--- src/fbo_pkg.sv ---
// Constants, register map and state codes for the flash bus controller
package fbo_pkg;
  // Clock and pin timing, times in ns
  localparam int CLK_PERIOD_NS = 10;
  localparam int T_SELECT_ACCESS_NS = 70;
  localparam int T_WR_SETUP_NS = 20;
  localparam int T_WR_PULSE_NS = 35;
  localparam int T_WR_HOLD_NS = 20;
  localparam int T_RESET_PULSE_NS = 500;
  localparam int T_RESET_REC_NS = 50;
  // Synchroniser latency on the data inputs
  localparam int SYNC_LAT_CYC = 3;

  // Least times round up to whole cycles
  localparam logic [7:0] SELECT_ACCESS_CYC =
    8'((T_SELECT_ACCESS_NS + CLK_PERIOD_NS - 1) / CLK_PERIOD_NS);
  localparam logic [7:0] WR_SETUP_CYC =
    8'((T_WR_SETUP_NS + CLK_PERIOD_NS - 1) / CLK_PERIOD_NS);
  localparam logic [7:0] WR_PULSE_CYC =
    8'((T_WR_PULSE_NS + CLK_PERIOD_NS - 1) / CLK_PERIOD_NS);
  localparam logic [7:0] WR_HOLD_CYC =
    8'((T_WR_HOLD_NS + CLK_PERIOD_NS - 1) / CLK_PERIOD_NS);
  localparam logic [7:0] RESET_PULSE_CYC =
    8'((T_RESET_PULSE_NS + CLK_PERIOD_NS - 1) / CLK_PERIOD_NS);
  localparam logic [7:0] RESET_REC_CYC =
    8'((T_RESET_REC_NS + CLK_PERIOD_NS - 1) / CLK_PERIOD_NS);
  localparam logic [7:0] READ_WAIT_CYC =
    8'(SELECT_ACCESS_CYC + 8'(SYNC_LAT_CYC));

  // Register offsets
  localparam logic [7:0] REG_CTRL = 8'h00;
  localparam logic [7:0] REG_ADDR = 8'h04;
  localparam logic [7:0] REG_WDATA = 8'h08;
  localparam logic [7:0] REG_CMD = 8'h0c;
  localparam logic [7:0] REG_STATUS = 8'h10;
  localparam logic [7:0] REG_RDATA = 8'h14;

  // Field positions
  localparam int CTRL_WORD_BIT = 0;
  localparam int CTRL_VID_BIT = 1;
  localparam int CMD_READ_BIT = 0;
  localparam int CMD_WRITE_BIT = 1;
  localparam int CMD_RESET_BIT = 2;
  localparam int CMD_PROT_BIT = 3;
  localparam int CMD_UNPROT_BIT = 4;
  localparam int STAT_BUSY_BIT = 0;
  localparam int STAT_DONE_BIT = 1;
  localparam int STAT_RSTLOW_BIT = 2;
  localparam int PIN_A6_BIT = 6;
  localparam int PIN_A1_BIT = 1;
  localparam int PIN_A0_BIT = 0;

  // Values after reset
  localparam logic [1:0] CTRL_RESET_VAL = 2'h1;
  localparam logic [19:0] ADDR_RESET_VAL = 20'h00000;
  localparam logic [15:0] DATA_RESET_VAL = 16'h0000;

  typedef enum logic [7:0] {
    ST_IDLE = 8'h01,
    ST_RD_WAIT = 8'h02,
    ST_WR_SETUP = 8'h04,
    ST_WR_PULSE = 8'h08,
    ST_WR_HOLD = 8'h10,
    ST_RST_PULSE = 8'h20,
    ST_RST_REC = 8'h40
  } fbo_state_t;
endpackage : fbo_pkg

--- src/fbo_sync.sv ---
// Three-stage input synchroniser with agreement flag
`timescale 1ns/1ps
module fbo_sync #(
  parameter int W = 16
) (
  input wire logic CLK,
  input wire logic RST,
  input wire logic [W-1:0] d,
  output logic [W-1:0] q,
  output logic stable
);
  logic [W-1:0] s1_r;
  logic [W-1:0] s2_r;
  logic [W-1:0] s3_r;

  // First stage feeds only the second; metastability settles there
  always_ff @(posedge CLK or posedge RST) begin
    if (RST) begin
      s1_r <= '0;
      s2_r <= '0;
      s3_r <= '0;
    end else begin
      s1_r <= d;
      s2_r <= s1_r;
      s3_r <= s2_r;
    end
  end

  assign q = s3_r;
  assign stable = (s2_r == s3_r);
endmodule : fbo_sync

--- src/fbo_ctrl.sv ---
// Host-side controller driving a parallel flash over its bus pins
// Functional notes
// - Read: select low, gate low, strobe high.
// - Write: strobe and select low, gate high.
// - Write strobe stays high through reads.
// - Status readable by ordinary read cycles.
// - Protect: elevated reset, A6 low, A1 high, A0 low.
// - Unprotect: same, but A6 high.
//
// Our own choices: the strobed register port and the address map.
`timescale 1ns/1ps
module fbo_ctrl (
  input wire logic CLK,
  input wire logic RST,
  input wire logic [7:0] BUS_ADDR,
  input wire logic [31:0] BUS_WDATA,
  input wire logic BUS_WR,
  input wire logic BUS_RD,
  output logic [31:0] BUS_RDATA,
  output logic [18:0] FL_ADDR,
  input wire logic [15:0] FL_DQ_I,
  output logic [15:0] FL_DQ_O,
  output logic [15:0] FL_DQ_OE,
  output logic FL_CE_N,
  output logic FL_OE_N,
  output logic FL_WE_N,
  output logic FL_RESET_N,
  output logic FL_WORD,
  output logic FL_VID_EN
);
  fbo_pkg::fbo_state_t state_r, state_nxt;
  logic [7:0] cnt_r, cnt_nxt;
  logic [1:0] ctrl_r, ctrl_nxt;
  logic [19:0] addr_r, addr_nxt;
  logic [15:0] wdata_r, wdata_nxt;
  logic [15:0] rdata_r, rdata_nxt;
  logic done_r, done_nxt;
  logic [31:0] rd_out_r, rd_out_nxt;
  logic ce_n_r, ce_n_nxt, oe_n_r, oe_n_nxt, we_n_r, we_n_nxt;
  logic rst_n_r, rst_n_nxt, vid_r, vid_nxt;
  logic [18:0] pa_r, pa_nxt;
  logic [15:0] dq_o_r, dq_o_nxt, dq_oe_r, dq_oe_nxt;
  logic [15:0] dq_s;
  logic dq_stable;

  // Register hit decode, shared by write and read paths
  function automatic logic hit(input logic [7:0] a, input logic [7:0] off);
    return a == off;
  endfunction : hit

  // Pin address: word A18:A0 from bits 19:1, protect forces A6/A1/A0
  function automatic logic [18:0] pin_addr(input logic [19:0] a,
                                           input logic prot,
                                           input logic unprot);
    logic [18:0] p;
    p = a[19:1];
    if (prot || unprot) begin
      p[fbo_pkg::PIN_A6_BIT] = unprot;
      p[fbo_pkg::PIN_A1_BIT] = 1'b1;
      p[fbo_pkg::PIN_A0_BIT] = 1'b0;
    end
    return p;
  endfunction : pin_addr

  // Byte mode leaves the upper pins floating and they never settle, so
  // each lane has its own agreement flag and only live lanes are awaited
  logic [1:0] lane_stable;
  for (genvar g = 0; g < 2; g++) begin : g_lane
    fbo_sync #(.W(8)) fbo_sync_inst (
      .CLK(CLK),
      .RST(RST),
      .d(FL_DQ_I[8*g +: 8]),
      .q(dq_s[8*g +: 8]),
      .stable(lane_stable[g])
    );
  end
  assign dq_stable = lane_stable[0] &&
                     (lane_stable[1] || !ctrl_r[fbo_pkg::CTRL_WORD_BIT]);

  ////////////////////////////////////////////////////////////////////////
  // Next-state logic: register file, sequencer and pin levels
  always_comb begin
    logic word;
    logic [15:0] drive_oe;
    word = ctrl_r[fbo_pkg::CTRL_WORD_BIT];
    // Byte mode drives only the low byte plus A-1 on the top pin
    drive_oe = word ? 16'hffff : 16'h80ff;
    state_nxt = state_r;
    cnt_nxt = cnt_r;
    ctrl_nxt = ctrl_r;
    addr_nxt = addr_r;
    wdata_nxt = wdata_r;
    rdata_nxt = rdata_r;
    done_nxt = done_r;
    rd_out_nxt = 32'h00000000;
    ce_n_nxt = ce_n_r;
    oe_n_nxt = oe_n_r;
    we_n_nxt = we_n_r;
    rst_n_nxt = rst_n_r;
    vid_nxt = vid_r;
    pa_nxt = pa_r;
    dq_o_nxt = dq_o_r;
    dq_oe_nxt = dq_oe_r;
    // Status read clears the done flag; a completion later wins
    if (BUS_RD && hit(BUS_ADDR, fbo_pkg::REG_STATUS)) begin
      done_nxt = 1'b0;
    end
    // Bus reads answer in the following cycle only
    if (BUS_RD) begin
      unique case (BUS_ADDR)
        fbo_pkg::REG_CTRL: rd_out_nxt = {30'h00000000, ctrl_r};
        fbo_pkg::REG_ADDR: rd_out_nxt = {12'h000, addr_r};
        fbo_pkg::REG_WDATA: rd_out_nxt = {16'h0000, wdata_r};
        fbo_pkg::REG_STATUS: rd_out_nxt = {29'h00000000, !rst_n_r,
                                           done_r,
                                           state_r != fbo_pkg::ST_IDLE};
        fbo_pkg::REG_RDATA: rd_out_nxt = {16'h0000, rdata_r};
        default: rd_out_nxt = 32'h00000000;
      endcase
    end
    // Setup registers are frozen while a cycle runs so pins stay steady
    if (BUS_WR && state_r == fbo_pkg::ST_IDLE) begin
      if (hit(BUS_ADDR, fbo_pkg::REG_CTRL)) begin
        ctrl_nxt = BUS_WDATA[1:0];
      end
      if (hit(BUS_ADDR, fbo_pkg::REG_ADDR)) begin
        addr_nxt = BUS_WDATA[19:0];
      end
      if (hit(BUS_ADDR, fbo_pkg::REG_WDATA)) begin
        wdata_nxt = BUS_WDATA[15:0];
      end
    end
    unique case (state_r)
      fbo_pkg::ST_IDLE: begin
        // Standby: select high, reset high, data released
        ce_n_nxt = 1'b1;
        oe_n_nxt = 1'b1;
        we_n_nxt = 1'b1;
        dq_oe_nxt = 16'h0000;
        if (BUS_WR && hit(BUS_ADDR, fbo_pkg::REG_CMD)) begin
          pa_nxt = pin_addr(addr_r, BUS_WDATA[fbo_pkg::CMD_PROT_BIT],
                            BUS_WDATA[fbo_pkg::CMD_UNPROT_BIT]);
          dq_o_nxt = word ? wdata_r : {addr_r[0], 7'h00, wdata_r[7:0]};
          if (BUS_WDATA[fbo_pkg::CMD_RESET_BIT]) begin
            rst_n_nxt = 1'b0;
            cnt_nxt = fbo_pkg::RESET_PULSE_CYC - 8'h01;
            state_nxt = fbo_pkg::ST_RST_PULSE;
          end else if (BUS_WDATA[fbo_pkg::CMD_READ_BIT]) begin
            // Status and identification reads are plain read cycles
            ce_n_nxt = 1'b0;
            oe_n_nxt = 1'b0;
            dq_oe_nxt = word ? 16'h0000 : 16'h8000;
            cnt_nxt = fbo_pkg::READ_WAIT_CYC - 8'h01;
            state_nxt = fbo_pkg::ST_RD_WAIT;
          end else if (BUS_WDATA[fbo_pkg::CMD_WRITE_BIT] ||
                       BUS_WDATA[fbo_pkg::CMD_PROT_BIT] ||
                       BUS_WDATA[fbo_pkg::CMD_UNPROT_BIT]) begin
            // One bus write per command; software strings them together
            ce_n_nxt = 1'b0;
            dq_oe_nxt = drive_oe;
            vid_nxt = ctrl_r[fbo_pkg::CTRL_VID_BIT];
            cnt_nxt = fbo_pkg::WR_SETUP_CYC - 8'h01;
            state_nxt = fbo_pkg::ST_WR_SETUP;
          end
        end
      end
      fbo_pkg::ST_RD_WAIT: begin
        // Extra cycles cover the synchroniser; sample once stable
        if (cnt_r != 8'h00) begin
          cnt_nxt = cnt_r - 8'h01;
        end else if (dq_stable) begin
          rdata_nxt = word ? dq_s : {8'h00, dq_s[7:0]};
          ce_n_nxt = 1'b1;
          oe_n_nxt = 1'b1;
          dq_oe_nxt = 16'h0000;
          done_nxt = 1'b1;
          state_nxt = fbo_pkg::ST_IDLE;
        end
      end
      fbo_pkg::ST_WR_SETUP: begin
        // Strobe falls after select, so its fall latches the address
        if (cnt_r != 8'h00) begin
          cnt_nxt = cnt_r - 8'h01;
        end else begin
          we_n_nxt = 1'b0;
          cnt_nxt = fbo_pkg::WR_PULSE_CYC - 8'h01;
          state_nxt = fbo_pkg::ST_WR_PULSE;
        end
      end
      fbo_pkg::ST_WR_PULSE: begin
        if (cnt_r != 8'h00) begin
          cnt_nxt = cnt_r - 8'h01;
        end else begin
          we_n_nxt = 1'b1;
          cnt_nxt = fbo_pkg::WR_HOLD_CYC - 8'h01;
          state_nxt = fbo_pkg::ST_WR_HOLD;
        end
      end
      fbo_pkg::ST_WR_HOLD: begin
        // Data held past the strobe rise that latches it
        if (cnt_r != 8'h00) begin
          cnt_nxt = cnt_r - 8'h01;
        end else begin
          // Deselect is safe: the part finishes its work on its own
          ce_n_nxt = 1'b1;
          dq_oe_nxt = 16'h0000;
          vid_nxt = 1'b0;
          done_nxt = 1'b1;
          state_nxt = fbo_pkg::ST_IDLE;
        end
      end
      fbo_pkg::ST_RST_PULSE: begin
        if (cnt_r != 8'h00) begin
          cnt_nxt = cnt_r - 8'h01;
        end else begin
          rst_n_nxt = 1'b1;
          cnt_nxt = fbo_pkg::RESET_REC_CYC - 8'h01;
          state_nxt = fbo_pkg::ST_RST_REC;
        end
      end
      fbo_pkg::ST_RST_REC: begin
        // Device returns in array read; next read needs no command
        if (cnt_r != 8'h00) begin
          cnt_nxt = cnt_r - 8'h01;
        end else begin
          done_nxt = 1'b1;
          state_nxt = fbo_pkg::ST_IDLE;
        end
      end
      default: begin
        state_nxt = fbo_pkg::ST_IDLE;
      end
    endcase
  end

  ////////////////////////////////////////////////////////////////////////
  // State registers
  always_ff @(posedge CLK or posedge RST) begin
    if (RST) begin
      state_r <= fbo_pkg::ST_IDLE;
      cnt_r <= 8'h00;
      ctrl_r <= fbo_pkg::CTRL_RESET_VAL;
      addr_r <= fbo_pkg::ADDR_RESET_VAL;
      wdata_r <= fbo_pkg::DATA_RESET_VAL;
      rdata_r <= fbo_pkg::DATA_RESET_VAL;
      done_r <= 1'b0;
      rd_out_r <= 32'h00000000;
      ce_n_r <= 1'b1;
      oe_n_r <= 1'b1;
      we_n_r <= 1'b1;
      rst_n_r <= 1'b1;
      vid_r <= 1'b0;
      pa_r <= 19'h00000;
      dq_o_r <= 16'h0000;
      dq_oe_r <= 16'h0000;
    end else begin
      state_r <= state_nxt;
      cnt_r <= cnt_nxt;
      ctrl_r <= ctrl_nxt;
      addr_r <= addr_nxt;
      wdata_r <= wdata_nxt;
      rdata_r <= rdata_nxt;
      done_r <= done_nxt;
      rd_out_r <= rd_out_nxt;
      ce_n_r <= ce_n_nxt;
      oe_n_r <= oe_n_nxt;
      we_n_r <= we_n_nxt;
      rst_n_r <= rst_n_nxt;
      vid_r <= vid_nxt;
      pa_r <= pa_nxt;
      dq_o_r <= dq_o_nxt;
      dq_oe_r <= dq_oe_nxt;
    end
  end

  // Outputs straight from flip-flops
  assign BUS_RDATA = rd_out_r;
  assign FL_ADDR = pa_r;
  assign FL_DQ_O = dq_o_r;
  assign FL_DQ_OE = dq_oe_r;
  assign FL_CE_N = ce_n_r;
  assign FL_OE_N = oe_n_r;
  assign FL_WE_N = we_n_r;
  assign FL_RESET_N = rst_n_r;
  assign FL_WORD = ctrl_r[fbo_pkg::CTRL_WORD_BIT];
  assign FL_VID_EN = vid_r;

  ////////////////////////////////////////////////////////////////////////
  // Checks; reset-low run length is helper state for the width check
  logic [7:0] low_run_r;
  always_ff @(posedge CLK or posedge RST) begin
    if (RST) begin
      low_run_r <= 8'h00;
    end else begin
      low_run_r <= ce_n_r && !rst_n_r ? low_run_r + 8'h01 : 8'h00;
    end
  end
endmodule : fbo_ctrl

--- config.mk ---
export PLATFORM = sky130hd
export DESIGN_NAME = fbo_ctrl
export DESIGN_NICKNAME = d
export VERILOG_FILES = /design/src/fbo_pkg.sv /design/src/fbo_sync.sv /design/src/fbo_ctrl.sv
export SDC_FILE = /design/constraint.sdc
export NUM_CORES = 1
export LEC_CHECK = 0
export BUFFER_PORTS_ARGS = -buffer_cell sky130_fd_sc_hd__buf_2
export CAP_MARGIN = 40
export CORE_UTILIZATION = 49
export DETAILED_ROUTE_END_ITERATION = 6
export PLACE_DENSITY = 0.8
export SETUP_SLACK_MARGIN = 0.4
export SYNTH_ARGS = -nofsm -noshare
export SYNTH_HDL_FRONTEND = slang
export SYNTH_SLANG_ARGS = --single-unit
--- constraint.sdc ---
create_clock -name CLK -period 5.5 [get_ports CLK]
set_input_delay 0.55 -clock CLK [delete_from_list [all_inputs] [get_ports CLK]]
set_output_delay 0.55 -clock CLK [all_outputs]
set_load 0.01 [all_outputs]
After elaboration in Yosys (flattened, before gate mapping)
Index checks and enable logic that the tools add are counted.

Input port bits: 60. RAM bits: 0. Output and inout bits: 89. Memories: 0. Flip-flop bits (word level): 207. Bits in read-only memories: 0. Latch bits: 0.

Add/subtract/negate cells: 1. Shift operators: 0. Bitwise logic cells: 1. Magnitude comparators: 0. Multiplexer cells: 63. Reductions and logical operators: 32. Eq/ne operators: 29. Div/mod/pow operators: 0. Multiply operators: 0.

Operators by type and width (count): 2-to-1 mux 16 bit (10); 2-to-1 mux 8 bit (18); one-hot mux 20 bit (5 select lines) (1); one-hot mux 16 bit (3 select lines) (1); one-hot mux 8 bit (6 select lines) (1); one-hot mux 8 bit (5 select lines) (1); == test 8 x 4 -> 1 bit, second input constant (3); == test 8 x 5 -> 1 bit, second input constant (3); 2-to-1 mux 1 bit (22); 2-to-1 mux 20 bit (1); != test 2 bit, second input constant (10); == test 8 x 3 -> 1 bit, second input constant (2); == test 8 bit (2); 2-to-1 mux 15 bit (1); AND reduction 4 bit (3); AND reduction 3 bit (3); == test 8 x 1 -> 1 bit, second input constant (1); == test 8 x 2 -> 1 bit, second input constant (1); == test 8 x 6 -> 1 bit, second input constant (1); == test 8 x 7 -> 1 bit, second input constant (1); zero test 8 bit (1); != test 8 x 1 -> 1 bit, second input constant (1); one-hot mux 1 bit (2 select lines) (4); AND reduction 2 bit (4); 17 further kinds (30).

Longest topological paths before layout
Word-level depth: 7. Depth in mapped cells: 10. Depth with buffers taken out: 8.

Hierarchy
Synthesis repeated with hierarchy kept, for this count alone.

Cell total of the unflattened synthesis: 648. Area total of the unflattened synthesis: 7519.7 sq um.

By module, submodules not included: fbo_ctrl (cells each 576, instances 1, area an instance 6138.4 sq um, sequential area each 3335.7 sq um); fbo_sync (cells each 36, instances 2, area an instance 690.7 sq um, sequential area each 600.6 sq um).

Worst setup path before layout
Ideal clock, no wire load.

Path type: register to register. Start point: register cnt_r[0]. End point: register dq_oe_r[14] (netlist: FL_DQ_OE[14]). Arrival time: 2.369 ns. Path slack: 3.010 ns. Cell stages (with the launch flop): 9. Period minus slack after synthesis: 2.490 ns. Cells stage by stage: dfrtp_1 inv_1 ha_1 or3b_4 or3_4 or4_4 o21ai_4 o21ai_2 a22o_1.

Longest elaborated chain between the ends: 3. Elaborated cells between the ends (all ways): 4. Classes of those cells: eq/ne: 2; reduce/logical: 2.

RTL lines: start: declaration (RTL line fbo_ctrl.sv:32) `logic [7:0] cnt_r, cnt_nxt;`; start signal: assignment (RTL line fbo_ctrl.sv:258) `cnt_r <= cnt_nxt;`; nonzero test 8 bit (*) (RTL line fbo_ctrl.sv:169, fbo_ctrl.sv:201); != test 2 bit (no source line); AND reduction 4 bit (no source line) (*); end signal: assignment (RTL line fbo_ctrl.sv:272) `dq_oe_r <= dq_oe_nxt;`; end: declaration (RTL line fbo_ctrl.sv:42) `logic [15:0] dq_o_r, dq_o_nxt, dq_oe_r, dq_oe_nxt;`.

Every way passes the cells marked *; elsewhere a longest branch is shown, timed or not. A chain may end at the register's enable or synchronous reset.

Final worst setup path
Start point: register cnt_r[0]. End point: register rdata_r[1].

Longest elaborated chain between the ends: 3.

RTL lines: nonzero test 8 bit (RTL line fbo_ctrl.sv:169) `if (cnt_r != 8'h00) begin`; inverter 1 bit (no source line); AND reduction 3 bit (no source line); end signal: assignment (RTL line fbo_ctrl.sv:245) `rdata_r <= fbo_pkg::DATA_RESET_VAL;`; end signal: assignment (RTL line fbo_ctrl.sv:262) `rdata_r <= rdata_nxt;`; end: declaration (RTL line fbo_ctrl.sv:36) `logic [15:0] rdata_r, rdata_nxt;`.

Every way passes these cells.

==> impl_metrics.csv <==
group,metric,value,unit
detailed_routing,ant_nets,0,
cts,numCtsBuffers,17,
cells_and_area,drive_above_1_share,0.324,
placed_design,globalplace.congestion,0.893,
yosys,synth_top_area_frac,0.589,
cells_and_area,area_growth,16.7,%
timing,fin_crit_sh,0.535,
timing,min_period,2.94,ns
yosys,yosys-top-cells-count,"dfrtp_1 (175), nand2_1 (93), mux2_2 (51)",
worst_setup_path,r2r_slack,2.56,ns
cts,clkTransAtPathRegs,0.07,ns
cts,post_cts_buffers,0,
yosys,synthAdderAreaFrac,0.00168,
placed_design,portBuffers,124,
detailed_routing,drcViolationCount,26,
global_routing,grt-ovfl-total,0,
timing,layout_setup_ws,2.56,ns
worst_setup_path,worst_r2r_startpoint,"cnt_r[0]$_DFFE_PP0P_",
cts,root_buffer,"clkbuf_16",
yosys,synthMuxAreaShare,0.0840,
global_routing,first_global_vias,4835,
floorplanning,initial_utilization,0.507,
outcome,violations,"design-rule violations",
placed_design,dp_slack,2.30,ns
timing,max_slew_margin,0.410,
floorplanning,dieArea,15700,µm²
cells_and_area,fill_cells,1185,
power_and_ir_drop,p_per_area,326,nW/µm²
yosys,synth_ff_type,"dfrtp_1",
worst_hold_path,min_path_type,"in2async",
worst_setup_path,endpoint,"rdata_r[1]$_DFFE_PP0P_",
yosys,synth_compound_area_frac,0.0903,
cells_and_area,final_nets,799,
power_and_ir_drop,peakVddDrop,214,µV
detailed_routing,via_per_inst,5.42,
yosys,synth_top_family_by_area,"simple AND/OR/NAND/NOR gates",
cells_and_area,diodes,0,
timing,setup_tns,0,ns
power_and_ir_drop,p_leak,0.00443,µW
floorplanning,pin_count,149,
detailed_routing,firstDrtPassIters,7,
detailed_routing,drt-wirelength-per-cell,17.1,µm
detailed_routing,vias,5065,
worst_setup_path,cp_max_fo,26,
yosys,yosys_warnings,0,
worst_setup_path,startpoint,"cnt_r[0]$_DFFE_PP0P_",
worst_setup_path,crit_type,"reg2reg",
yosys,synth_top_cell_by_area,"dfrtp_1",
detailed_routing,drt_wl_total,16000,µm
yosys,synth_seq_area_share,0.611,
yosys,synth-xor-area-share,0.0224,
yosys,ys_ff_latch,181,
yosys,synthSimpleGateAreaFrac,0.139,
global_routing,grt_usage,0.217,
worst_setup_path,required,5.82,ns
worst_setup_path,reg2reg_depth,7,
cts,cts_resized,0,
cts,htree_levels,4,
worst_setup_path,crit_arrival,3.26,ns
placed_design,hpwl,11100,µm
floorplanning,die_x,125,µm
worst_setup_path,cp-start-kind,"flop",
outcome,status,"complete, but fails checks",
cts,cts_tree,"yes",
timing,maxSlewViolCount,0,
timing,grt_setup_unrepaired,"no",
worst_setup_path,rr_endpoint,"rdata_r[1]$_DFFE_PP0P_",
worst_setup_path,worst_setup_path_end_kind,"flop",
yosys,synth.avg_cell_area,11.8,µm²
detailed_routing,drt_iter0_drc,442,
floorplanning,fp.dieH,125,µm
timing,hold_viol_final,0,
timing,tightest_slew,0.884,ns
global_routing,grt_pass1_wl,26000,µm
cts,insertion_delay,0.44,ns
flow_run,drv_cap,0,
yosys,yosys-top-cells-area,"dfrtp_1 (59%), mux2_2 (7.7%), nand2_1 (4.7%)",
yosys,syn-cell-area,7430,µm²
yosys,synthDistinctLibCells,67,
floorplanning,core,14600,µm²
cts,cts.sink_count,181,
yosys,syn_inst,632,
floorplanning,fp-row-count,44,
yosys,synthArstFlopShare,1.00,
global_routing,antenna_found_initial,1,
timing,setup_viol,0,
cts,clock_path_buffers,2,
yosys,synth_most_common_cell,"dfrtp_1",
timing,max_freq,340,MHz
yosys,synth-edff-count,0,
timing,fin_worst_skew,0.00786,ns
global_routing,grt_max_degree,139,
cts,cts_hold_buf,0,
## routing by layer
layer | vias up | routed length, µm | GRT usage
li1 | 2398 | - | -
met1 | 2473 | 7190 | 0.302
met2 | 170 | 7420 | 0.333
met3 | 22 | 1090 | 0.0509
met4 | 2 | 289 | 0.0868
met5 | - | 13 | 0
## critical path, stage by stage, from the launching register on
cell	delay (ns)
dfrtp_1	0.41
inv_1	0.07
ha_1	0.18
or3b_4	0.41
or3_4	0.47
nor4_2	0.32
nand3b_2	0.50
mux2_4	0.46
## cells by family (layout without fill, tap and decap cells)
logic type / Yosys count / count (layout)
AND/OR/NAND/NOR: 214 / 214
other: 1 / 12
multiplexers: 55 / 55
AO/OA/AOI/OAI: 95 / 95
adder cells (fa/ha/maj): 1 / 1
flip-flops: 181 / 181
buffers and inverters: 66 / 174
XOR/XNOR: 19 / 19
## power by group
group          internal (µW)  total, µW  switching (µW)
combinational           86.4        225             139
sequential              1380       1420            43.7
clock                    626       1180             554
total                   2090       2830             737
## cells in the final DEF, fill, tap and decap left out, types with 4 or more instances in the layout
master     synthesis  routed
nor3_1            13      13
conb_1             1      12
dfstp_2            6       6
o21ai_0           27      27
dfrtp_1          175     175
buf_2              3     124
a22oi_1            5       5
xnor2_1            9       9
inv_1             10       9
and3_1             9       9
nand3_1           17      17
buf_4             26       4
xor2_1            10      10
a222oi_1          14      14
nand2_1           93      93
nor4_1             7       7
mux2_2            51      51
clkinv_4           0       4
nor2_1            41      41
nor4b_1            5       5
a21oi_1           15      15
clkbuf_16          0      17
## sequential cells by signal, indices dropped and copies added (netlist names)
signal and count:
FL_OE_N 1, FL_ADDR 19, FL_RESET_N 1, FL_DQ_OE 3, wdata_r 16, FL_WE_N 1
cnt_r 8, state_r 7, rdata_r 16, g_lane.fbo_sync_inst.q 16, FL_CE_N 1, BUS_RDATA 20
FL_VID_EN 1, ctrl_r 2, FL_DQ_O 16, addr_r 20, done_r 1, g_lane.fbo_sync_inst.s2_r 16
g_lane.fbo_sync_inst.s1_r 16
## final cells by class
class / count / area [µm²] / share of cell area
inverter: 10 / 41.3 / 0.00476
sequential: 181 / 4540 / 0.523
multi-input combinational: 396 / 2550 / 0.295
timing repair buffer: 132 / 721 / 0.0831
tap: 184 / 230 / 0.0265
clock inverter: 13 / 135 / 0.0156
clock buffer: 19 / 453 / 0.0522
## worst min-delay path by stage
stage / startpoint / to / cells past startpoint
finish: RST / wdata_r[4]$_DFFE_PP0P_ / 2
global route: RST / state_r[3]$_DFFE_PP0P_ / 2
global placement: g_lane[1].fbo_sync_inst.s1_r[6]$_DFF_PP0_ / g_lane[1].fbo_sync_inst.s2_r[6]$_DFF_PP0_ / 0
floorplan: g_lane[0].fbo_sync_inst.s1_r[0]$_DFF_PP0_ / g_lane[0].fbo_sync_inst.s2_r[0]$_DFF_PP0_ / 0
detailed placement: g_lane[0].fbo_sync_inst.s1_r[3]$_DFF_PP0_ / g_lane[0].fbo_sync_inst.s2_r[3]$_DFF_PP0_ / 0
CTS: RST / g_lane[0].fbo_sync_inst.s2_r[1]$_DFF_PP0_ / 2
## through the flow
stage,hold WS (ns),cells,utilization,power [µW],area (µm²)
finish,0.110,935,0.592,2830,8670
CTS,0.108,935,0.592,2850,8670
global placement,0.332,898,0.548,1660,8020
floorplan,0.331,643,-,1610,7470
detailed placement,0.336,903,0.552,1670,8080
global route,0.123,935,0.592,2950,8670
(Power assumes the default switching activity.)
